`src/logic/isc_defs.svh`:
```
`ifndef ISC_DEFS_SVH
`define ISC_DEFS_SVH

// register byte addresses
`define ISC_ADDR_IN_SERVICE 32'h01E00020
`define ISC_ADDR_MASTER_PRIO 32'h01E0001C
`define ISC_ADDR_IRQ_CLEAR 32'h01E00024
`define ISC_ADDR_FIQ_CLEAR 32'h01E0003C
`define ISC_ADDR_INT_STATUS 32'h01E000F0
`define ISC_ADDR_INT_MASK 32'h01E000F4

// field layout
`define ISC_NSRC 26
`define ISC_SRC_MSB 25
`define ISC_BRANCH_LSB 8
`define ISC_BRANCH_W 6
`define ISC_PRIO_W 8

// reset values
`define ISC_SERVICE_RST 26'h0000000
`define ISC_PRIO_RST 8'h1B

// local status bits
`define ISC_EV_IRQ_END 0
`define ISC_EV_FIQ_END 1
`define ISC_EV_STRAY 2
`define ISC_NEV 3

`endif

```
`src/logic/isc_pkg.sv`:
```
`include "isc_defs.svh"

package isc_pkg;

    typedef logic [`ISC_SRC_MSB:0] isc_src_t;

    typedef enum logic [1:0]
    {
        isc_idle,
        isc_serving,
        isc_closing
    } isc_state_t;

endpackage : isc_pkg

```
`src/logic/isc_onehot.sv`:
```
`include "isc_defs.svh"

module isc_onehot
    import isc_pkg::*;
#(
    parameter int NSRC = `ISC_NSRC
)
(
    input wire logic [NSRC-1:0] req,
    output logic [NSRC-1:0] grant
);

    // highest bit wins so the register never shows two sources
    always_comb
    begin
        grant = '0;
        for (int i = 0; i < NSRC; i++)
        begin
            if (req[i])
            begin
                grant = '0;
                grant[i] = 1'b1;
            end
        end
    end

endmodule : isc_onehot

```
`src/logic/isc_events.sv`:
```
`include "isc_defs.svh"

module isc_events
    import isc_pkg::*;
#(
    parameter int NEV = `ISC_NEV
)
(
    input wire logic clock,
    input wire logic rstn,
    input wire logic [NEV-1:0] event_in,
    input wire logic mask_wr,
    input wire logic status_wr,
    input wire logic [NEV-1:0] wdata,
    output logic [NEV-1:0] status,
    output logic [NEV-1:0] mask,
    output logic irq
);

    logic [NEV-1:0] status_r;
    logic [NEV-1:0] status_nxt;
    logic [NEV-1:0] mask_r;
    logic [NEV-1:0] mask_nxt;

    // a new event wins over a write-one clear in the same cycle
    always_comb
    begin
        status_nxt = status_r;
        mask_nxt = mask_r;
        if (status_wr)
        begin
            status_nxt = status_r & ~wdata;
        end
        status_nxt = status_nxt | event_in;
        if (mask_wr)
        begin
            mask_nxt = wdata;
        end
    end

    always_ff @(posedge clock or negedge rstn)
    begin
        if (!rstn)
        begin
            status_r <= '0;
            mask_r <= '0;
        end
        else
        begin
            status_r <= status_nxt;
            mask_r <= mask_nxt;
        end
    end

    assign status = status_r;
    assign mask = mask_r;
    assign irq = |(status_r & mask_r);

endmodule : isc_events

```
`src/logic/isc_service.sv`:
```
// How it works
// - service register holds only one set bit
// - bit 25 external line zero, bit 0 converter
// - writing one clears pending, zero keeps it
// - clear write ends service, drops in-service bit
// - pending register has no direct write path
// - broken discipline may show zero everywhere
// - separate irq and fiq clear registers
// - service register reads zero after reset
// - priority register exposes branch code bits 13:8
//
// The implementer's own choice: strobed register access.
`include "isc_defs.svh"

module isc_service
    import isc_pkg::*;
#(
    parameter int NSRC = `ISC_NSRC
)
(
    input wire logic clock,
    input wire logic rstn,
    input wire logic [31:0] addr,
    input wire logic [31:0] wdata,
    input wire logic wr,
    input wire logic rd,
    output logic [31:0] rdata,
    input wire logic [NSRC-1:0] pend_set,
    input wire logic [NSRC-1:0] win_src,
    input wire logic [`ISC_BRANCH_W-1:0] win_branch,
    input wire logic [`ISC_PRIO_W-1:0] cur_prio,
    input wire logic irq_ack,
    output logic [NSRC-1:0] source_pending_bits,
    output logic [NSRC-1:0] irq_in_service,
    output logic service_end,
    output logic irq
);

    // ************************************************************
    // bus decode
    // ************************************************************
    logic irq_clr_wr;
    logic fiq_clr_wr;
    logic st_wr;
    logic mk_wr;
    logic [NSRC-1:0] clr_bits;

    assign irq_clr_wr = wr && (addr == `ISC_ADDR_IRQ_CLEAR);
    assign fiq_clr_wr = wr && (addr == `ISC_ADDR_FIQ_CLEAR);
    assign st_wr = wr && (addr == `ISC_ADDR_INT_STATUS);
    assign mk_wr = wr && (addr == `ISC_ADDR_INT_MASK);
    // both clear registers share the 26-bit source layout
    assign clr_bits = (irq_clr_wr || fiq_clr_wr) ?
        wdata[NSRC-1:0] : '0;

    // ************************************************************
    // pending bits
    // ************************************************************
    logic [NSRC-1:0] pend_r;
    logic [NSRC-1:0] pend_nxt;

    // no address writes the pending bits directly
    // a fresh request beats a clear in the same cycle
    always_comb
    begin
        pend_nxt = (pend_r & ~clr_bits) | pend_set;
    end

    // ************************************************************
    // in-service tracking
    // ************************************************************
    isc_state_t state_r;
    isc_state_t state_nxt;
    logic [NSRC-1:0] svc_r;
    logic [NSRC-1:0] svc_nxt;
    logic [`ISC_BRANCH_W-1:0] branch_r;
    logic [`ISC_BRANCH_W-1:0] branch_nxt;
    logic [NSRC-1:0] win_one;
    logic end_r;
    logic end_nxt;
    logic stray;

    isc_onehot #(
        .NSRC(NSRC)
    ) u_onehot (
        .req(win_src & pend_r),
        .grant(win_one)
    );

    // a clear that hits no serviced source is flagged; this is
    // how misuse of the clear path becomes visible
    assign stray = (|clr_bits) && ((clr_bits & svc_r) == '0);

    always_comb
    begin
        state_nxt = state_r;
        svc_nxt = svc_r;
        branch_nxt = branch_r;
        end_nxt = 1'b0;
        case (state_r)
            isc_idle:
            begin
                if (irq_ack && (|win_one))
                begin
                    svc_nxt = win_one;
                    branch_nxt = win_branch;
                    state_nxt = isc_serving;
                end
            end
            isc_serving:
            begin
                if (|(clr_bits & svc_r))
                begin
                    svc_nxt = '0;
                    end_nxt = 1'b1;
                    state_nxt = isc_closing;
                end
            end
            isc_closing:
            begin
                // one idle cycle so the old winner is not re-accepted
                state_nxt = isc_idle;
            end
            default:
            begin
                state_nxt = isc_idle;
                svc_nxt = '0;
            end
        endcase
    end

    always_ff @(posedge clock or negedge rstn)
    begin
        if (!rstn)
        begin
            pend_r <= '0;
            svc_r <= `ISC_SERVICE_RST;
            branch_r <= '0;
            state_r <= isc_idle;
            end_r <= 1'b0;
        end
        else
        begin
            pend_r <= pend_nxt;
            svc_r <= svc_nxt;
            branch_r <= branch_nxt;
            state_r <= state_nxt;
            end_r <= end_nxt;
        end
    end

    assign source_pending_bits = pend_r;
    assign irq_in_service = svc_r;
    assign service_end = end_r;

    // ************************************************************
    // event status and mask
    // ************************************************************
    logic [`ISC_NEV-1:0] ev_in;
    logic [`ISC_NEV-1:0] ev_status;
    logic [`ISC_NEV-1:0] ev_mask;

    always_comb
    begin
        ev_in = '0;
        ev_in[`ISC_EV_IRQ_END] = irq_clr_wr && (|(clr_bits & svc_r));
        ev_in[`ISC_EV_FIQ_END] = fiq_clr_wr && (|(clr_bits & svc_r));
        ev_in[`ISC_EV_STRAY] = stray;
    end

    isc_events #(
        .NEV(`ISC_NEV)
    ) u_events (
        .clock(clock),
        .rstn(rstn),
        .event_in(ev_in),
        .mask_wr(mk_wr),
        .status_wr(st_wr),
        .wdata(wdata[`ISC_NEV-1:0]),
        .status(ev_status),
        .mask(ev_mask),
        .irq(irq)
    );

    // ************************************************************
    // read data, one cycle after the strobe
    // ************************************************************
    logic [31:0] rdata_r;
    logic [31:0] rdata_nxt;

    always_comb
    begin
        rdata_nxt = '0;
        if (rd)
        begin
            case (addr)
                `ISC_ADDR_IN_SERVICE:
                    rdata_nxt[NSRC-1:0] = svc_r;
                `ISC_ADDR_MASTER_PRIO:
                begin
                    rdata_nxt[`ISC_BRANCH_LSB +: `ISC_BRANCH_W] =
                        branch_r;
                    rdata_nxt[`ISC_PRIO_W-1:0] = cur_prio;
                end
                `ISC_ADDR_INT_STATUS:
                    rdata_nxt[`ISC_NEV-1:0] = ev_status;
                `ISC_ADDR_INT_MASK:
                    rdata_nxt[`ISC_NEV-1:0] = ev_mask;
                // clear registers are write-only and read zero
                default:
                    rdata_nxt = '0;
            endcase
        end
    end

    always_ff @(posedge clock or negedge rstn)
    begin
        if (!rstn)
        begin
            rdata_r <= '0;
        end
        else
        begin
            rdata_r <= rdata_nxt;
        end
    end

    assign rdata = rdata_r;

endmodule : isc_service

```
`config.mk`:
```
export PLATFORM = sky130hd
export DESIGN_NAME = isc_service
export DESIGN_NICKNAME = d
export VERILOG_FILES = /design/src/logic/isc_pkg.sv /design/src/logic/isc_onehot.sv /design/src/logic/isc_events.sv /design/src/logic/isc_service.sv
export VERILOG_INCLUDE_DIRS = /design/src /design/src/logic
export SDC_FILE = /design/constraint.sdc
export NUM_CORES = 1
export LEC_CHECK = 0
export ABC_AREA = 1
export BUFFER_PORTS_ARGS = -buffer_cell sky130_fd_sc_hd__clkbuf_2
export CAP_MARGIN = 20
export CORE_UTILIZATION = 30
export CTS_CLUSTER_DIAMETER = 80
export DETAILED_ROUTE_END_ITERATION = 12
export GPL_TIMING_DRIVEN = 0
export MAX_ROUTING_LAYER = met4
export PLACE_DENSITY = 0.57
export SYNTH_ARGS = -nofsm -noshare
export SYNTH_HDL_FRONTEND = slang
export SYNTH_SLANG_ARGS = --single-unit
```
`constraint.sdc`:
```
create_clock -name clock -period 2.2 [get_ports clock]
set_input_delay 0.22 -clock clock [delete_from_list [all_inputs] [get_ports clock]]
set_output_delay 0.22 -clock clock [all_outputs]
set_load 0.01 [all_outputs]
```
==> summary.md, run 1 <==
During synthesis, Yosys emitted a total of 0 warnings. In this run the worst path has a maximum fanout of 6. For this run, the detailed router's first-pass iteration total came to 5. Final antenna diode count: 0. The flow ran to the end, but the final reports show violations. The count of cells in the finished layout, fillers not included, comes to 1096. The start point of the worst min-delay path is pend_set[25]. For the post-route worst setup slack, the log shows -0.03673 ns. The dominant register cell in the synthesized netlist was sky130_fd_sc_hd__dfrtp_1. The final reports fail on negative setup slack.

The type of element launching the critical path was a register. For flop-to-flop paths, the worst setup slack is -0.04 ns. The routability congestion estimate from global placement is 0.8615.

The number of fillers in the final layout is 1673, and the netlist area before placement is 4892 um^2. Counting distinct cell types in the post-synthesis netlist gives 32. The share of synthesized registers carrying an async set or reset was 1.000. Data on the critical path is required at its endpoint by 2.49 ns.

The run gives 2395 um^2 as the area taken by multi-input logic gates. Each instance of the synthesized netlist takes up on average 7.828 um^2. Once layout is done, the placed cells without fillers occupy 7010 um^2. The count of endpoints failing hold in the final timing report came out at 0. The sequential-to-total area share from yosys stat is 0.4757, and the upper clock frequency limit is 447.1 MHz. In the routed layout, each cell is associated on average with a via count of 4.617.

In this run the remaining antenna-violating nets after routing total 0. For this design, the sink count on the clock tree is 93. After clock tree synthesis, the clock-pin slew on the worst setup and hold paths is 0.07 ns. Setup repair after global routing could not meet its margin everywhere.

Registers take 2327 um^2. The global-route usage over all layers is 0.2095, and the number of cells traversed by the worst hold path is 2. The tools report the total number of H-tree levels as 3.

The cell leakage power is 3.683 nW. The HPWL after detailed placement is 13190 um. In this run the critical register-to-register path is launched from source_pending_bits[25]$_DFF_PN0_. Dividing total power by cell area gives a power density of 560.9 nW/um^2. The die covers 16820 um^2.

For this run, the post-layout net count is 1011. The share of layout cells above drive strength 1 is 0.3886. The horizontal extent of the die was 129.7 um. The number of global-route vias before repair is 4674.

The tools report the final hold slack as 0.04235 ns. The category of the most critical setup path was reg -> reg. For the leftover overflow at the end of global routing, the log shows 0. The worst setup path is captured at a register. The total placed instance area came out at 6252 um^2. The share of the cycle needed by the critical path after routing was 1.017; the number of buffers added by the clock tree synthesis step was 9.

The number of instances in the placed design was 1055. The clock passes through at most 2 buffers. The gate count of the mapped netlist came out at 625. TritonCTS built the clock tree.

The actual transition at the worst max-transition pin was 0.7102 ns; the global-route wire length before repair was 25270 um. The met3 global-route usage was 0.04100; the die extent in y was 129.7 um. The run gives 229 as the initial DRC count.

The critical path data arrival time is 2.53 ns. In this run, synthesis produced a sequential element count of 93. The shortest clock period the worst path allows after layout was 2.237 ns; the number of antenna violations at the first check in global routing was 0. For this run, design rule violations remaining after detail routing come to 0. The routed length per instance works out to 15.49 um. The run gives 0.5229 as the tightest slew margin relative to the limit. At the later pin of the worst-skew pair, clock insertion delay measures 0.35 ns.

The tools report the max-capacitance violation count as 0. Initial standard-cell utilization of the core: 0.3080. The buffer type at the clock tree root is sky130_fd_sc_hd__clkbuf_16. The cell with the most instances on the worst path was sky130_fd_sc_hd__nor2_4. Setup violations remaining at the end of the flow were counted as 28. After detailed routing, the total wire length is 16970 um. For the final count of pins violating max slew, the log shows 0. In the layout the commonest cells are 207 x sky130_fd_sc_hd__clkbuf_2, 174 x sky130_fd_sc_hd__nand2_1, 93 x sky130_fd_sc_hd__dfrtp_1. For the total vias in the final route, the log shows 5060.

The worst hold-check path type is in -> reg. The number of buffer cells added on primary ports came out at 208. Capture instance of the worst register-to-register path: irq_in_service[18]$_DFFE_PN0P_. The worst ir drop on vdd came out at 397.5 uV. For the final core utilization, the log shows 0.4413. The largest individual stage delay along the critical path comes from the cell sky130_fd_sc_hd__dfrtp_1. The clock arrives with 0.009169 ns of skew.

The core box area was 15890 um^2. The total I/O pin count was 221. Traced cell by cell, the critical path runs through nand2_2, nand2_2, nor2_4, nand2_4, nor2_4, nand4_4, nor3_4, nor2_2, nand4_2, nand2_4, nor2_4, buf_12, buf_8, nand4_1, nand2_1. The global routing stage identified its most utilized layer as met2.

Met1 usage: 0.2717. Entering global routing, the biggest net connects 49 pins. Counting flops with a built-in enable in the synthesized netlist gives 0. The global-route met2 utilization was 0.3322; the layout overhead on the synthesized area was 43.30%. For the worst flop-to-flop path, the logic depth is 15. The most common cell after layout, fill and taps aside was sky130_fd_sc_hd__clkbuf_2. After routing, the total negative slack on setup checks comes to -0.3743 ns. The tools report the destination of the worst hold path as source_pending_bits[25]$_DFF_PN0_.

After floorplanning, the core was divided into 46 placement rows. The largest single stage delay on the critical path is 0.39 ns.
-- worst max-delay path by stage --
stage          cells after the start                                 to                              start
2_1_floorplan                     15     irq_in_service[14]$_DFFE_PN0P_  source_pending_bits[25]$_DFF_PN0_
3_3_place_gp                       1  source_pending_bits[10]$_DFF_PN0_                               rstn
3_5_place_dp                      14     irq_in_service[18]$_DFFE_PN0P_   source_pending_bits[8]$_DFF_PN0_
4_1_cts                           14     irq_in_service[18]$_DFFE_PN0P_  source_pending_bits[24]$_DFF_PN0_
5_1_grt                           17     irq_in_service[14]$_DFFE_PN0P_  source_pending_bits[25]$_DFF_PN0_
6_report                          15     irq_in_service[18]$_DFFE_PN0P_  source_pending_bits[25]$_DFF_PN0_
-- per-stage QoR --
step	power, mW	setup slack [ns]
6_report	3.932	-0.03673
5_1_grt	4.088	-0.2112
4_1_cts	3.924	-0.08140
3_5_place_dp	2.273	-0.2331
3_3_place_gp	2.259	-0.3442
2_1_floorplan	2.018	0.1737
-- synth_stat cells, types with 2 or more instances --
library cell | instances | area share
sky130_fd_sc_hd__nor2_2 | 2 | 0.0026
sky130_fd_sc_hd__nor2_1 | 47 | 0.036
sky130_fd_sc_hd__dfrtp_1 | 93 | 0.48
sky130_fd_sc_hd__nor2_4 | 3 | 0.0069
sky130_fd_sc_hd__a21oi_1 | 19 | 0.019
sky130_fd_sc_hd__clkbuf_1 | 5 | 0.0038
sky130_fd_sc_hd__nand2_4 | 2 | 0.0046
sky130_fd_sc_hd__nor3_2 | 2 | 0.0041
sky130_fd_sc_hd__nor3_1 | 11 | 0.011
sky130_fd_sc_hd__buf_6 | 3 | 0.0069
sky130_fd_sc_hd__buf_2 | 4 | 0.0041
sky130_fd_sc_hd__inv_1 | 58 | 0.045
sky130_fd_sc_hd__nand4_2 | 2 | 0.0051
sky130_fd_sc_hd__nand2_1 | 194 | 0.15
sky130_fd_sc_hd__nand4_1 | 13 | 0.017
sky130_fd_sc_hd__a21boi_0 | 2 | 0.0031
sky130_fd_sc_hd__o21ai_0 | 23 | 0.024
sky130_fd_sc_hd__a41oi_1 | 4 | 0.0072
sky130_fd_sc_hd__nand3_2 | 2 | 0.0041
sky130_fd_sc_hd__nand2_2 | 26 | 0.033
sky130_fd_sc_hd__nand3_1 | 69 | 0.071
sky130_fd_sc_hd__a21o_1 | 19 | 0.029
sky130_fd_sc_hd__buf_4 | 9 | 0.014
sky130_fd_sc_hd__o41ai_1 | 5 | 0.0090
-- area by class of cell --
| type | count | share of cell area |
|---|---|---|
| well taps | 216 | 0.03855 |
| repair buffers | 235 | 0.1890 |
| multi-input cells | 456 | 0.3416 |
| inverters | 59 | 0.03177 |
| plain buffers | 22 | 0.02517 |
| clock buffers | 14 | 0.03766 |
| clock inverters | 1 | 0.004283 |
| flip-flops and latches | 93 | 0.3320 |
-- cells by family after synthesis --
logic type,Yosys count,share of synthesized area
buf+inv,81,0.07724
other cells,1,0.0007665
simple gates,378,0.3550
compound gates,72,0.09130
flops,93,0.4757
-- metal layers --
layer | vias to the layer above | routed length [um]
met1 | 2347 | 7549
met4 | 0 | 284
met5 | - | 0
met2 | 167 | 8242
li1 | 2529 | -
met3 | 17 | 894
-- worst max-delay path: cells and delay by family, from the launching register on --
family,cells,cell delay (ns)
buffers and inverters,2,0.25
AND/OR/NAND/NOR,13,1.53
flip-flops,1,0.39
-- state kept, by name (all words and copies together) (netlist names) --
| register | count |
|---|---|
| irq_in_service | 26 |
| rdata | 26 |
| source_pending_bits | 26 |
| branch_r | 6 |
| u_events.mask | 3 |
| u_events.status | 3 |
| state_r | 2 |
| service_end | 1 |
-- timing repair --
action	in CTS	in global routing
pin swaps	7	9
hold buffers	1	0
endpoints found under the setup margin	32	42
setup buffers	13	8
resized for setup	33	27
gates cloned	2	2
hold endpoints to repair	45	0
-- where the power goes --
part / internal [mW] / total [mW] / switching [mW] / leakage [nW]
registers: 1.77 / 1.81 / 0.0419 / 1.15
clock network: 0.940 / 1.61 / 0.673 / 0.143
logic: 0.219 / 0.510 / 0.291 / 2.39
total: 2.93 / 3.93 / 1.01 / 3.68
(Power assumes the default switching activity.)
==> run 2: changes to the inputs <==
--- a/config.mk
+++ b/config.mk
@@ -9,6 +9,7 @@
 export ABC_AREA = 1
 export BUFFER_PORTS_ARGS = -buffer_cell sky130_fd_sc_hd__clkbuf_2
 export CAP_MARGIN = 20
+export CORE_MARGIN = 2
 export CORE_UTILIZATION = 30
 export CTS_CLUSTER_DIAMETER = 80
 export DETAILED_ROUTE_END_ITERATION = 12
==> run 2 against run 1 <==
Highest routed layer unchanged. Flip-flop and latch count unchanged. Critical path depth grew 1. Sequential power about the same. The run still ends with negative setup slack left. Die area increased by 3.1%. Design area up 2.3%. Worst hold slack got worse by 0.0058 ns.
==> summary.md, run 2 (synthesis gave the netlist of run 1 again) <==
The initial standard-cell utilization of the core is 0.3080 (unchanged), and the routability congestion estimate from global placement is 0.8863 (was 0.8615). The logs give 803 um (was 894 um) for the routed wire length on met3 and 4 (was 5) for the count of TritonRoute iterations in the first routing pass. The max-capacitance violation count was 0 (unchanged).

The number of buffer cells added on primary ports came out at 208 (unchanged). Top library cells by usage in the layout, fill and taps aside: 207 x sky130_fd_sc_hd__clkbuf_2, 177 x sky130_fd_sc_hd__nand2_1, 93 x sky130_fd_sc_hd__dfrtp_1 (was 207 x sky130_fd_sc_hd__clkbuf_2, 174 x sky130_fd_sc_hd__nand2_1, 93 x sky130_fd_sc_hd__dfrtp_1). Failing checks: negative setup slack (unchanged). The number of sinks on the clock net came out at 93 (unchanged).

Type of element launching the critical path: a register (unchanged). The worst setup slack before clock tree synthesis is -0.2275 ns (was -0.2331 ns), and the worst ir drop on vdd is 370.4 uV (was 397.5 uV). The total number of H-tree levels is 3 (unchanged).

The most common cell after layout, fill and taps aside is sky130_fd_sc_hd__clkbuf_2 (unchanged). The final setup violation count was 32 (was 28). The detailed-routing wirelength on met1 was 7811 um (was 7549 um); the final antenna diode count was 0 (unchanged). Launching element of the worst setup path: source_pending_bits[20]$_DFF_PN0_ (was source_pending_bits[25]$_DFF_PN0_). Number of placement rows: 46 (unchanged).

The maximum number of pins on one net before global-route repair is 64 (was 49). The net count reported at finish was 1033 (was 1011); the HPWL reported at the end of detailed placement was 13310 um (was 13190 um). TritonCTS built the clock tree. Endpoint of the most critical setup path: irq_in_service[19]$_DFFE_PN0P_ (was irq_in_service[18]$_DFFE_PN0P_). The top routing layer in use was met4 (unchanged).

The count of endpoints failing hold in the final timing report is 0 (unchanged), and the worst setup skew after layout is 0.006982 ns (was 0.009169 ns). The shortest clock period the worst path allows after layout was 2.319 ns (was 2.237 ns). For the initial DRC count, the log shows 220 (was 229). The finished layout cell area was 7172 um^2 (was 7010 um^2); the source-to-sink clock delay at the later pin of the worst-skew pair was 0.35 ns (about the same). For the wire length on met2, the log shows 8323 um (was 8242 um). Buffer type at the clock tree root: sky130_fd_sc_hd__clkbuf_16 (unchanged). For the total I/O pin count, the log shows 221 (unchanged). Category of the most critical setup path: reg -> reg (unchanged). The tools report the start point of the worst min-delay path as pend_set[4] (was pend_set[25]). The actual transition at the worst max-transition pin works out to 0.6508 ns (was 0.7102 ns).

Clock edge transition at the registers on the reported setup and hold paths: 0.07 ns (about the same). Cell leakage power: 3.818 nW (was 3.683 nW). The worst-case clock buffer depth was 2 (unchanged); the core box area was 15890 um^2 (unchanged).

The final count of pins violating max slew was 0 (unchanged); the total vias in the final route was 5150 (was 5060). The critical path data arrival time was 2.56 ns (was 2.53 ns); the number of nets with antenna violations after detailed routing was 0 (unchanged). The tightest slew margin relative to the limit is 0.5628 (was 0.5229), and the horizontal extent of the die is 131.7 um (was 129.7 um).

The worst path required time is 2.44 ns (was 2.49 ns), and the number of instances in the placed design is 1055 (unchanged). The power density over the cells is 552.1 nW/um^2 (was 560.9 nW/um^2). The tools report the count of placed standard cells in the final layout, fillers left out as 1119 (was 1096).

The tools report the number of remaining DRC errors as 0 (unchanged). The routed length per instance was 15.50 um (was 15.49 um). Layout overhead on the synthesized area: 46.60% (was 43.30%). For the final hold slack, the log shows 0.03654 ns (was 0.04235 ns). The launching point of the worst reg2reg path was source_pending_bits[20]$_DFF_PN0_ (was source_pending_bits[25]$_DFF_PN0_). The tools report the post-route worst setup slack as -0.1186 ns (was -0.03673 ns). The leftover overflow at the end of global routing is 0 (unchanged). The share of layout cells above drive strength 1 was 0.4020 (was 0.3886).

The run gives 9 (unchanged) as the number of buffers added by the clock tree synthesis step. Final core utilization: 0.4515 (was 0.4413). The total die area was 17340 um^2 (was 16820 um^2). Slack of the worst reg-to-reg path: -0.12 ns (was -0.04 ns). The run gives 4942 (was 4674) as the number of global-route vias before repair.

The critical-path maximum fanout came out at 6 (unchanged). The total power consumption of the routed design is 3.960 mW (was 3.932 mW). The tools report the total placed instance area as 6252 um^2 (unchanged).

The setup TNS came out at -2.809 ns (was -0.3743 ns). The flow ran to the end, but the final reports show violations. The run gives 0.2030 (was 0.2095) as the global-route usage over all layers. The number of vias per cell after detailed routing was 4.602 (was 4.617).

The global-route wire length before repair is 26390 um (was 25270 um). The capture instance of the worst register-to-register path is irq_in_service[19]$_DFFE_PN0P_ (was irq_in_service[18]$_DFFE_PN0P_). Setup repair after global routing could not meet its margin everywhere. The die extent in y is 131.7 um (was 129.7 um), and the share of the cycle needed by the critical path after routing is 1.054 (was 1.017).

Total wire length after detailed routing: 17350 um (was 16970 um). The worst hold-check path type was in -> reg (unchanged). The number of antenna violations at the first check in global routing is 0 (unchanged), and the upper clock frequency limit is 431.3 MHz (was 447.1 MHz). The path depth of the worst reg2reg path is 16 (was 15). The endpoint class of the critical path is a register (unchanged).
==> run 2: routing by layer <==
layer | GRT usage | vias to the layer above
li1 | - | 2571
met1 | 0.2617 | 2387
met2 | 0.3249 | 166
met3 | 0.03627 | 26
met4 | 0.06522 | 0
met5 | - | -
==> run 2: what timing repair did <==
action                                  4_1_cts  5_1_grt
pin swaps                                    12       15
hold buffers                                  1        0
gates cloned                                  2        2
resized for setup                            15       44
endpoints found under the setup margin       32       35
setup buffers                                30       14
endpoints found under the hold margin        30        0
==> run 2: area by class of cell <==
cell class / instances / area, um^2
Fill cell: 1657 / 8713
Multi-Input combinational cell: 456 / 2381
Sequential cell: 93 / 2327
Timing Repair Buffer: 257 / 1485
Tap cell: 216 / 270.3
Clock buffer: 10 / 239.0
Inverter: 59 / 222.7
Buffer: 22 / 183.9
Clock inverter: 6 / 62.56
==> run 2: power breakdown <==
| part | leakage (nW) | internal, mW | switching (mW) |
|---|---|---|---|
| Sequential | 1.15 | 1.77 | 0.0387 |
| Clock | 0.140 | 0.908 | 0.698 |
| Combinational | 2.53 | 0.249 | 0.298 |
| Total | 3.82 | 2.92 | 1.04 |
==> run 2: how the worst min path moves through the flow <==
stage,endpoint,cells after the start
2_1_floorplan,branch_r[0]$_DFFE_PN0P_,0
3_3_place_gp,source_pending_bits[25]$_DFF_PN0_,2
3_5_place_dp,rdata[18]$_DFF_PN0_,1
4_1_cts,source_pending_bits[4]$_DFF_PN0_,2
5_1_grt,source_pending_bits[6]$_DFF_PN0_,2
6_report,source_pending_bits[4]$_DFF_PN0_,2
==> run 2: worst max-delay path, stage by stage (launching register included) <==
cell	delay, ns
sky130_fd_sc_hd__dfrtp_1	0.41
sky130_fd_sc_hd__nand2_2	0.09
sky130_fd_sc_hd__inv_1	0.07
sky130_fd_sc_hd__nor2_4	0.14
sky130_fd_sc_hd__nand2_4	0.08
sky130_fd_sc_hd__nor2_4	0.19
sky130_fd_sc_hd__nand4_4	0.15
sky130_fd_sc_hd__nor3_4	0.23
sky130_fd_sc_hd__nor2_2	0.05
sky130_fd_sc_hd__nand4_2	0.13
sky130_fd_sc_hd__nand2_4	0.09
sky130_fd_sc_hd__nand2_4	0.08
sky130_fd_sc_hd__nand3_4	0.10
sky130_fd_sc_hd__buf_4	0.15
sky130_fd_sc_hd__buf_6	0.12
sky130_fd_sc_hd__nand2_1	0.06
sky130_fd_sc_hd__nand2_1	0.05
